<file path="config.mk">
export PLATFORM = sky130hd
export DESIGN_NAME = ddrcd_dev_flat
export DESIGN_NICKNAME = d
export VERILOG_FILES = /design/src/core/ddrcd_pkg.sv /design/src/core/ddrcd_if.sv /design/src/core/ddrcd_dev.sv /design/src/flat_wrapper.sv
export SDC_FILE = /design/constraint.sdc
export NUM_CORES = 1
export LEC_CHECK = 0
export BUFFER_PORTS_ARGS = -buffer_cell sky130_fd_sc_hd__buf_4
export CAP_MARGIN = 15
export CORE_MARGIN = 5
export CORE_UTILIZATION = 29
export CTS_BUF_LIST = sky130_fd_sc_hd__clkbuf_8 sky130_fd_sc_hd__clkbuf_16
export CTS_CLUSTER_DIAMETER = 50
export DETAILED_ROUTE_END_ITERATION = 7
export SLEW_MARGIN = 20
export SYNTH_ARGS = -nofsm -noshare
export SYNTH_HDL_FRONTEND = slang
export SYNTH_SLANG_ARGS = --single-unit
</file>
<file path="constraint.sdc">
create_clock -name I_MCLK -period 2.3 [get_ports I_MCLK]
set_clock_uncertainty 0.1 [all_clocks]
set_input_delay 0 -clock I_MCLK [delete_from_list [all_inputs] [get_ports I_MCLK]]
set_output_delay 0 -clock I_MCLK [all_outputs]
set_load 0.01 [all_outputs]
</file>
<file path="src/core/ddrcd_pkg.sv">
// shared constants for the ddr command decode link
package ddrcd_pkg;
    localparam int ADDR_W = 13;
    localparam int BANK_W = 2;
    localparam int COL_LO_W = 10;
    localparam int AP_BIT = 10;
    localparam int COL_HI_BIT = 11;
    localparam int DLL_RST_BIT = 8;
    // extended register fields
    localparam int EXT_DLL_DIS_BIT = 0;
    localparam int EXT_DRV_BIT = 1;
    localparam logic [ADDR_W-1:0] EXT_RESET = 13'h0000;
    localparam logic [ADDR_W-1:0] BASE_RESET = 13'h0000;
    localparam logic [BANK_W-1:0] BANK_BASE = 2'h0;
    localparam logic [BANK_W-1:0] BANK_EXT = 2'h1;
    // read lockout after dll enable, in clock cycles
    localparam int DLL_LOCK_CYC = 200;
    localparam logic [7:0] DLL_LOCK_CNT = 8'(DLL_LOCK_CYC);
    typedef enum logic [3:0] {
        DDRCD_NOP = 4'h0,
        DDRCD_ACT = 4'h1,
        DDRCD_RD = 4'h2,
        DDRCD_WR = 4'h3,
        DDRCD_BST = 4'h4,
        DDRCD_PRE = 4'h5,
        DDRCD_AREF = 4'h6,
        DDRCD_SREF = 4'h7,
        DDRCD_LMR = 4'h8
    } ddrcd_cmd_e;
endpackage

</file>
<file path="src/core/ddrcd_if.sv">
// command and write-data pins between controller and memory device
`timescale 1ns/10ps
interface ddrcd_if;
    logic cs_n;
    logic ras_n;
    logic cas_n;
    logic we_n;
    logic cke;
    logic [1:0] ba;
    logic [12:0] addr;
    logic [7:0] wdata;
    logic dm;
    logic wvalid;
    logic wready;
    modport ctrl (output cs_n, ras_n, cas_n, we_n, cke, ba, addr, wdata, dm, wvalid,
                  input wready);
    modport dev (input cs_n, ras_n, cas_n, we_n, cke, ba, addr, wdata, dm, wvalid,
                 output wready);
endinterface

</file>
<file path="src/core/ddrcd_dev.sv">
// device end: command decode, mode registers, masked write path
// Behaviour
// - ba 01 loads extended, 00 base register
// - extended register holds dll and drive
// - controller resets dll after enabling it
// - controller loads registers only when idle; code takes a load request in any bank state
// - dll must be enabled for operation
// - self refresh exit re-enables dll
// - no read within 200 cycles of dll enable
// - fet control output not implemented
// - deselect and nop act identically
// - activate takes bank and row
// - read or write takes bank and column
// - a10 requests per-command auto precharge
// - burst terminate decoded, reads only; code issues and decodes it after any command
// - precharge one bank or all banks
// - refresh: auto with cke, self without
// - refresh row from internal counter
// - mode load stores a0-a12 opcode
// - data mask high blocks write element
// - controller keeps cke high except self refresh
// - base load with a8 resets dll, self-clearing; code also requires a7 and a9-a12 low
`timescale 1ns/10ps
module ddrcd_dev #(
    parameter int WIDTH = 8,
    parameter int ROW_W = 13
) (
    // clock, reset, enable
    input wire logic I_MCLK,
    input wire logic I_RST_N,
    input wire logic I_CE,
    // link
    ddrcd_if.dev link,
    // decoded command
    output logic [3:0] O_CMD,
    output logic O_CMD_VALID,
    output logic [1:0] O_BANK,
    output logic [12:0] O_ADDR,
    output logic O_AUTO_PRE,
    output logic O_PRE_ALL,
    output logic [ROW_W-1:0] O_REF_ROW,
    // mode state
    output logic [12:0] O_BASE_MODE,
    output logic [12:0] O_EXT_MODE,
    output logic O_DLL_EN,
    output logic O_DLL_RST,
    output logic O_SELF_REF,
    output logic O_READ_EARLY,
    // write data sink
    output logic [WIDTH-1:0] O_WDATA,
    output logic O_WVALID,
    input wire logic I_WREADY
);
    // the link carries eight data bits, so a wider sink has nothing to fill it
    if (WIDTH < 1 || WIDTH > 8 || ROW_W < 1) begin : g_bad_param
        $error("bad parameter");
    end
    logic sel, row_l, col_l, we_l;
    ddrcd_pkg::ddrcd_cmd_e cmd;
    assign sel = !link.cs_n;
    assign row_l = !link.ras_n;
    assign col_l = !link.cas_n;
    assign we_l = !link.we_n;
    // deselect falls into nop regardless of other lines
    always_comb begin
        cmd = ddrcd_pkg::DDRCD_NOP;
        if (sel) begin
            case ({row_l, col_l, we_l})
                3'h4: cmd = ddrcd_pkg::DDRCD_ACT;
                3'h2: cmd = ddrcd_pkg::DDRCD_RD;
                3'h3: cmd = ddrcd_pkg::DDRCD_WR;
                3'h1: cmd = ddrcd_pkg::DDRCD_BST;
                3'h5: cmd = ddrcd_pkg::DDRCD_PRE;
                3'h6: cmd = link.cke ? ddrcd_pkg::DDRCD_AREF
                                     : ddrcd_pkg::DDRCD_SREF;
                3'h7: cmd = ddrcd_pkg::DDRCD_LMR;
                default: cmd = ddrcd_pkg::DDRCD_NOP;
            endcase
        end
    end
    logic is_rw, is_ref, is_lmr, ld_base, ld_ext, sref_exit;
    assign is_rw = (cmd == ddrcd_pkg::DDRCD_RD) || (cmd == ddrcd_pkg::DDRCD_WR);
    assign is_ref = (cmd == ddrcd_pkg::DDRCD_AREF) || (cmd == ddrcd_pkg::DDRCD_SREF);
    assign is_lmr = cmd == ddrcd_pkg::DDRCD_LMR;
    // reserved bank codes are ignored
    assign ld_base = is_lmr && link.ba == ddrcd_pkg::BANK_BASE;
    assign ld_ext = is_lmr && link.ba == ddrcd_pkg::BANK_EXT;
    assign sref_exit = O_SELF_REF && link.cke;
    logic [12:0] base_r, ext_r, ext_nxt;
    logic dll_rst_r, sref_r, dll_force_r;
    logic [7:0] lock_r;
    logic [ROW_W-1:0] ref_row_r;
    logic dll_en;
    // self refresh exit overrides a disable bit
    assign dll_en = !ext_r[ddrcd_pkg::EXT_DLL_DIS_BIT] || dll_force_r;
    // opcode stored whole; no fet control output exists
    assign ext_nxt = link.addr;
    always_ff @(posedge I_MCLK) begin
        if (!I_RST_N) begin
            base_r <= ddrcd_pkg::BASE_RESET;
            ext_r <= ddrcd_pkg::EXT_RESET;
            dll_rst_r <= 1'b0;
            sref_r <= 1'b0;
            dll_force_r <= 1'b0;
        end else if (I_CE) begin
            if (ld_base) begin
                base_r <= link.addr;
                base_r[ddrcd_pkg::DLL_RST_BIT] <= 1'b0;
            end
            if (ld_ext) begin
                ext_r <= ext_nxt;
                dll_force_r <= 1'b0;
            end
            dll_rst_r <= ld_base && link.addr[ddrcd_pkg::DLL_RST_BIT]
                         && link.addr[7] == 1'b0 && link.addr[12:9] == 4'h0;
            if (cmd == ddrcd_pkg::DDRCD_SREF) sref_r <= 1'b1;
            else if (sref_exit) begin
                sref_r <= 1'b0;
                dll_force_r <= 1'b1;
            end
        end
    end
    // lockout starts on the edge that turns the dll on; that edge is the first cycle
    logic dll_on_now;
    assign dll_on_now = !dll_en
                        && ((ld_ext && !link.addr[ddrcd_pkg::EXT_DLL_DIS_BIT]) || sref_exit);
    always_ff @(posedge I_MCLK) begin
        if (!I_RST_N) begin
            lock_r <= 8'h00;
        end else if (I_CE) begin
            if (dll_on_now) lock_r <= ddrcd_pkg::DLL_LOCK_CNT - 8'h01;
            else if (lock_r != 8'h00 && link.cke) lock_r <= lock_r - 8'h01;
        end
    end
    // refresh row comes from the counter, address ignored
    always_ff @(posedge I_MCLK) begin
        if (!I_RST_N) ref_row_r <= '0;
        else if (I_CE && is_ref) ref_row_r <= ref_row_r + 1'b1;
    end
    // registered command outputs
    always_ff @(posedge I_MCLK) begin
        if (!I_RST_N) begin
            O_CMD <= 4'h0;
            O_CMD_VALID <= 1'b0;
            O_BANK <= 2'h0;
            O_ADDR <= 13'h0000;
            O_AUTO_PRE <= 1'b0;
            O_PRE_ALL <= 1'b0;
            O_READ_EARLY <= 1'b0;
        end else if (I_CE) begin
            O_CMD <= cmd;
            O_CMD_VALID <= cmd != ddrcd_pkg::DDRCD_NOP;
            O_BANK <= is_ref ? 2'h0 : link.ba;
            // column keeps a0-a9 and a11 only
            O_ADDR <= is_rw ? (link.addr & 13'h0bff) : (is_ref ? 13'h0000 : link.addr);
            O_AUTO_PRE <= is_rw && link.addr[ddrcd_pkg::AP_BIT];
            O_PRE_ALL <= cmd == ddrcd_pkg::DDRCD_PRE
                         && link.addr[ddrcd_pkg::AP_BIT];
            O_READ_EARLY <= lock_r != 8'h00 && cmd == ddrcd_pkg::DDRCD_RD;
        end
    end
    assign O_REF_ROW = ref_row_r;
    assign O_BASE_MODE = base_r;
    assign O_EXT_MODE = ext_r;
    assign O_DLL_EN = dll_en;
    assign O_DLL_RST = dll_rst_r;
    assign O_SELF_REF = sref_r;
    // two-entry buffer; masked elements dropped on entry
    logic [WIDTH-1:0] buf_r [2];
    logic [1:0] cnt_r;
    logic wr_ptr_r, rd_ptr_r, push, pop;
    assign link.wready = cnt_r != 2'h2;
    assign push = link.wvalid && link.wready && !link.dm && I_CE;
    assign pop = O_WVALID && I_WREADY && I_CE;
    assign O_WVALID = cnt_r != 2'h0;
    assign O_WDATA = buf_r[rd_ptr_r];
    always_ff @(posedge I_MCLK) begin
        if (!I_RST_N) begin
            cnt_r <= 2'h0;
            wr_ptr_r <= 1'b0;
            rd_ptr_r <= 1'b0;
            buf_r[0] <= '0;
            buf_r[1] <= '0;
        end else begin
            if (push) begin
                buf_r[wr_ptr_r] <= link.wdata[WIDTH-1:0];
                wr_ptr_r <= !wr_ptr_r;
            end
            if (pop) rd_ptr_r <= !rd_ptr_r;
            cnt_r <= cnt_r + {1'b0, push} - {1'b0, pop};
        end
    end
endmodule

</file>
<file path="src/flat_wrapper.sv">
// flat-port wrapper written by rule: the top's interface ports become plain ports
module ddrcd_dev_flat 
#(
    parameter int WIDTH = 8,
    parameter int ROW_W = 13
)
  (I_MCLK, I_RST_N, I_CE, O_CMD, O_CMD_VALID, O_BANK, O_ADDR, O_AUTO_PRE, O_PRE_ALL, O_REF_ROW, O_BASE_MODE, O_EXT_MODE, O_DLL_EN, O_DLL_RST, O_SELF_REF, O_READ_EARLY, O_WDATA, O_WVALID, I_WREADY, link_cs_n, link_ras_n, link_cas_n, link_we_n, link_cke, link_ba, link_addr, link_wdata, link_dm, link_wvalid, link_wready);
  ddrcd_if link_i ();
  input wire logic I_MCLK;
  input wire logic I_RST_N;
  input wire logic I_CE;
  output logic [3:0] O_CMD;
  output logic O_CMD_VALID;
  output logic [1:0] O_BANK;
  output logic [12:0] O_ADDR;
  output logic O_AUTO_PRE;
  output logic O_PRE_ALL;
  output logic [ROW_W-1:0] O_REF_ROW;
  output logic [12:0] O_BASE_MODE;
  output logic [12:0] O_EXT_MODE;
  output logic O_DLL_EN;
  output logic O_DLL_RST;
  output logic O_SELF_REF;
  output logic O_READ_EARLY;
  output logic [WIDTH-1:0] O_WDATA;
  output logic O_WVALID;
  input wire logic I_WREADY;
  input wire logic [$bits(link_i.cs_n)-1:0] link_cs_n;
  input wire logic [$bits(link_i.ras_n)-1:0] link_ras_n;
  input wire logic [$bits(link_i.cas_n)-1:0] link_cas_n;
  input wire logic [$bits(link_i.we_n)-1:0] link_we_n;
  input wire logic [$bits(link_i.cke)-1:0] link_cke;
  input wire logic [$bits(link_i.ba)-1:0] link_ba;
  input wire logic [$bits(link_i.addr)-1:0] link_addr;
  input wire logic [$bits(link_i.wdata)-1:0] link_wdata;
  input wire logic [$bits(link_i.dm)-1:0] link_dm;
  input wire logic [$bits(link_i.wvalid)-1:0] link_wvalid;
  output wire logic [$bits(link_i.wready)-1:0] link_wready;
  assign link_i.cs_n = link_cs_n;
  assign link_i.ras_n = link_ras_n;
  assign link_i.cas_n = link_cas_n;
  assign link_i.we_n = link_we_n;
  assign link_i.cke = link_cke;
  assign link_i.ba = link_ba;
  assign link_i.addr = link_addr;
  assign link_i.wdata = link_wdata;
  assign link_i.dm = link_dm;
  assign link_i.wvalid = link_wvalid;
  assign link_wready = link_i.wready;
  ddrcd_dev #(.WIDTH(WIDTH), .ROW_W(ROW_W)) u_core (.I_MCLK(I_MCLK), .I_RST_N(I_RST_N), .I_CE(I_CE), .link(link_i), .O_CMD(O_CMD), .O_CMD_VALID(O_CMD_VALID), .O_BANK(O_BANK), .O_ADDR(O_ADDR), .O_AUTO_PRE(O_AUTO_PRE), .O_PRE_ALL(O_PRE_ALL), .O_REF_ROW(O_REF_ROW), .O_BASE_MODE(O_BASE_MODE), .O_EXT_MODE(O_EXT_MODE), .O_DLL_EN(O_DLL_EN), .O_DLL_RST(O_DLL_RST), .O_SELF_REF(O_SELF_REF), .O_READ_EARLY(O_READ_EARLY), .O_WDATA(O_WDATA), .O_WVALID(O_WVALID), .I_WREADY(I_WREADY));
endmodule
</file>
* Yosys cells after proc, flatten, opt, wreduce, memory -nomap -nowiden *
Memories as Yosys holds them, arrays and structs flattened. A register that Yosys moved wholly into a read port is not among the register bits.
Cells that the tools add are included.

storage, ports and cells
  word-level logic and storage cells = 103
  flip-flop bits (word level) = 76
  output and inout port bits = 75
  input port bits = 34
  bits in writable memories = 16
  memories = 1

operators by class
  bitwise operators = 1
  mux-type cells = 22
  add/subtract/negate cells = 4
  reduce and logical (&&, ||, !) cells = 43
  equal/unequal tests = 15

memory list
  name          depth  width  read ports  clocked after memory_dff  write ports  line              source
  u_core.buf_r  2      8      1           1                         2            ddrcd_dev.sv:169  logic [WIDTH-1:0] buf_r [2];

operators by type and width
  operator                                              number
  case mux 4 bit (7 select lines)                       1
  2-to-1 mux 13 bit                                     2
  2-to-1 mux 8 bit                                      3
  logical AND 1 bit                                     18
  2-to-1 mux 1 bit                                      14
  adder 13 x 1 -> 13 bit (second input constant)        1
  equality test 3 bit (second input constant)           4
  equality test 4 x 3 -> 1 bit (second input constant)  3
  logical NOT 1 bit                                     9
  equality test 4 x 2 -> 1 bit (second input constant)  2
  AND reduction 2 bit                                   4
  nonzero test 8 bit                                    1
  OR reduction 8 bit                                    1
  subtractor 8 x 1 -> 8 bit (second input constant)     1
  equality test 3 x 2 -> 1 bit (second input constant)  2
  nonzero test 2 bit                                    3
  equality test 4 bit (second input constant)           1
  logical NOT 4 bit                                     1
  logical OR 1 bit                                      4
  2-to-1 mux 4 bit                                      1
  nonzero test 4 bit                                    1
  equality test 3 x 1 -> 1 bit (second input constant)  1
  adder 2 x 1 -> 2 bit                                  1
  equality test 2 x 1 -> 1 bit (second input constant)  1
  5 further kinds                                       5

* Logic depth before layout (Yosys ltp) *
  depth in word-level cells = 11
  gate-level depth with buffers = 9
  gate-level depth less buffers = 8

* Worst setup path before layout *
OpenSTA, ideal clock, no wires.

  path kind = register to register
  start point = reg u_core.cnt_r[0]
  end point = mem u_core.buf_r[0][0] (enable)
  data arrival time = 1.503 ns
  buffers on the path = 1
  data required time = 1.816 ns
  slack = 0.313 ns
  cell stages (with the launch flop) = 6
  period minus slack after synthesis = 1.987 ns
  setup time = 0.384 ns
  cells stage by stage = dfxtp_1 -> nand2b_1 -> and4b_1 -> clkbuf_1 -> inv_1 -> o21ai_0

RTL lines
  element                   line              source
  start: declaration        ddrcd_dev.sv:170  logic [1:0] cnt_r;
  start signal: assignment  ddrcd_dev.sv:190  cnt_r <= cnt_r + {1'b0, push} - {1'b0, pop};
  end: declaration          ddrcd_dev.sv:169

* Final worst setup path *
  start point = in link_cs_n
  end point = reg u_core.lock_r[1]

on the way
  cells in the longest elaborated chain, start to end = 8
  elaborated cells on any way between the ends = 9
  classes of those cells = eq/ne (1); mux (2); reduce/logical (6)

ends and longest elaborated chain
  element                               line                source
  start: declaration                    flat_wrapper.sv:28  input wire logic [$bits(link_i.cs_n)-1:0] link_cs_n;
  2-to-1 mux 4 bit (*)                  ddrcd_dev.sv:67     if (sel) begin
  equality test 4 bit (*)               ddrcd_dev.sv:84     assign is_lmr = cmd == ddrcd_pkg::DDRCD_LMR;
  logical AND 1 bit (*)                 ddrcd_dev.sv:87     assign ld_ext = is_lmr && link.ba == ddrcd_pkg::BANK_EXT;
  logical AND 1 bit (*)                 ddrcd_dev.sv:126    && ((ld_ext && !link.addr[ddrcd_pkg::EXT_DLL_DIS_BIT]) || sref_exit);
  logical OR 1 bit (*)                  ddrcd_dev.sv:126
  logical AND 1 bit (*)                 ddrcd_dev.sv:126
  nonzero test 2 bit (no source line)   -
  AND reduction 2 bit (no source line)  -
  end signal: assignment                ddrcd_dev.sv:131    if (dll_on_now) lock_r <= ddrcd_pkg::DLL_LOCK_CNT - 8'h01;
  end signal: assignment                ddrcd_dev.sv:132    else if (lock_r != 8'h00 && link.cke) lock_r <= lock_r - 8'h01;
  end: declaration                      ddrcd_dev.sv:91     logic [7:0] lock_r;

Mark *: on every way between the ends. The rest lies on a longest branch, timed or not.
A chain may end at the register's enable or synchronous reset.

==> flow_metrics.py <==
metrics = {
    "run_status": {
        "status": "finished, final reports clean",
    },
    "power": {
        "p_leak_nw": 2.29,
        "ir_drop_v": 0.000432,
        "power_density_nw_per_um2": 725,
    },
    "synthesis": {
        "synth_commonest_cells": "dfxtp_1, nor2_1, mux2i_1, and2_1, nand2_1",
        "ys_seq_area_share_pct": 51.3,
        "synthAdderAreaFrac_pct": 1.59,
        "yosysTopAreaCell": "dfxtp_1",
        "async_flop_share_pct": 0,
        "synth-edff-count": 16,
        "synth.most_common_cell": "dfxtp_1",
        "synth_top_family_by_area": "simple AND/OR/NAND/NOR gates",
        "synth_xor_area_share_pct": 3.11,
        "ys_seq_elements": 93,
        "synth-compound-area-share_pct": 8.69,
        "synth.area.top_cells": "dfxtp_1, edfxtp_1, mux2i_1, nor2_1, and2_1",
        "syn_avg_cell_area_um2": 9.89,
        "netlist_instances": 399,
        "synthMuxAreaShare_pct": 10.2,
        "synthFlopType": "dfxtp_1",
        "synth_top_area_share_pct": 39.1,
        "yosys_warnings": 0,
        "syn-cell-area_um2": 3950,
        "yosys.area_share.simple_pct": 21.2,
        "syn_nets": 438,
        "yosys.cell_types.count": 50,
    },
    "worst_setup_path": {
        "path_class": "input port to flip-flop",
        "cp-end-kind": "flip-flop",
        "crit_fanout": 6,
        "crit_start": "link_cs_n",
        "required_ns": 2.48,
        "r2r-start": "u_core.lock_r[0]",
        "start_kind": "input port",
        "crit_arrival_ns": 2.27,
    },
    "route": {
        "wl_per_cell_um": 14.1,
        "dr.pass1.iters": 4,
        "final_antenna_net_count": 0,
        "drtIter0Drc": 190,
        "route.detailed.drc": 0,
        "wirelength_um": 10100,
        "via_per_inst": 4.65,
        "vias": 3327,
    },
    "clock_network": {
        "worstSkewPairLatency_ns": 0.34,
        "clock_tree.buffer_depth": 2,
        "htreeDepth": 3,
        "post_cts.repair.setup_buffers": 0,
        "clock_sinks": 93,
        "cts_root_buf": "clkbuf_16",
        "cts_buffers": 9,
        "cts.clk_slew.worst_paths_ns": 0.06,
        "postCtsResizedCells": 0,
        "tritoncts": "yes",
    },
    "sta": {
        "worstMarginPinSlew_ns": 1.01,
        "whs_ns": 0.0354,
        "worst_slack_ns": 0.215,
        "fin_crit_ns": 2.08,
        "setup_violations": 0,
        "period_share_pct": 90.6,
        "rsz0062_at_grt": "false",
        "max_freq_ghz": 0.480,
        "hold_violations": 0,
        "relSlewSlack_pct": 32.2,
        "setup_tns_ns": 0,
        "slew_violations": 0,
    },
    "finish": {
        "multi_input_area_um2": 1770,
        "diodes": 0,
        "post-route-util_pct": 41.6,
        "regArea_um2": 2020,
        "fill_cells": 1320,
        "area_growth_pct": 40.2,
        "instances_no_fill": 716,
        "drive_gt1_share_pct": 27.8,
        "nNetsFinal": 574,
    },
    "place": {
        "dpl.hpwl_um": 7260,
        "placed_cells": 670,
        "port_buffers": 107,
        "gp_congestion": 0.797,
        "post-place-ws_ns": 0.383,
    },
    "grt": {
        "grtUsageTotal_pct": 12.9,
        "antenna_found_initial": 0,
        "grt_pass1_wl_um": 16700,
        "grt_pass1_vias": 3348,
        "grt-ovfl-total": 0,
        "grt_max_degree": 34,
    },
    "floorplan": {
        "die_x_um": 127,
        "dieArea_um2": 16000,
        "die_h_um": 127,
        "pin_count": 109,
        "fp.coreArea_um2": 13300,
        "initial_core_util_pct": 29.7,
        "num_rows": 42,
    },
    "worst_hold_path": {
        "hp-class": "input port to flip-flop",
        "holdCritStartpoint": "I_WREADY",
    },
    "run": {
        "drv_cap": 0,
    },
}
-- cell type report --
type	count	area share [%]
flip-flops and latches	93	36.5
repair buffers	147	21.3
well taps	176	3.98
clock inverters	7	1.22
multi-input cells	271	32.0
inverters	13	0.882
clock buffers	9	4.07
-- flip-flops by register name, summed over array words and instances (netlist names), 2 cells and up, named ones only --
| name | flops |
|---|---|
| u_core.O_CMD | 4 |
| u_core.buf_r | 16 |
| u_core.O_BANK | 2 |
| u_core.O_EXT_MODE | 13 |
| u_core.cnt_r | 2 |
| u_core.O_ADDR | 13 |
| u_core.lock_r | 8 |
| u_core.O_REF_ROW | 13 |
| u_core.O_BASE_MODE | 12 |
-- worst max-delay path, cell delays in order --
cell,delay [ns]
dlygate4sd3_1,0.55
buf_4,0.16
or4_1,0.67
o41a_1,0.43
nor2_2,0.25
o311a_1,0.20
-- logic make-up after synthesis --
kind of cell    Yosys count
flops                    93
mux                      39
xor+xnor                 14
simple gates            161
compound gates           51
buf+inv                  35
other cells               1
fa+ha+maj                 5
-- routing by layer --
layer	track usage, %	vias to the layer above	part of all wire (%)
met5	0	-	0
met4	4.04	0	1.3
li1	-	1664	-
met1	15.5	1549	44
met3	6.26	13	9.7
met2	20.2	101	45
-- through the flow --
step	power (mW)	instance area, µm²
after floorplan	2.29	3950
after detailed placement	2.54	4940
after global routing	4.24	5530
after CTS	4.06	5530
final	4.01	5530
after global placement	2.53	4940
-- final timing paths --
check,end,slack [ns],depth (start not counted)
min reg2reg,u_core.O_ADDR[12],0.37,2
max,u_core.lock_r[1],0.22,6
min,u_core.rd_ptr_r,0.04,4
max reg2reg,u_core.lock_r[4],0.35,7
-- report_power, final --
| group | switching, mW | leakage [nW] | total (mW) | internal [mW] |
|---|---|---|---|---|
| Sequential | 0.0773 | 0.791 | 1.83 | 1.75 |
| Combinational | 0.362 | 1.36 | 0.729 | 0.366 |
| Clock | 0.618 | 0.144 | 1.45 | 0.836 |
| Total | 1.06 | 2.29 | 4.01 | 2.95 |
-- timing repair --
item / in CTS / in global routing
endpoints found under the setup margin: 0 / 0
hold endpoints to repair: 73 / 0
hold buffers: 30 / 0
-- placed cells by master, fill, tap and decap left out, types with 5 or more instances in the layout --
master,count
ha_1,5
buf_4,117
dlygate4sd3_1,30
nand2_1,18
mux2i_1,29
dfxtp_1,77
xnor2_1,9
nand2b_1,7
and2_1,18
clkbuf_16,9
a21oi_1,16
nor4_1,5
xor2_1,5
nand4_1,5
mux2_2,10
edfxtp_1,16
inv_1,12
and3_1,6
o21a_1,5
nor2_1,64
a22oi_1,11
nand3_1,16
Note: power is estimated with default switching activity, not from simulation.
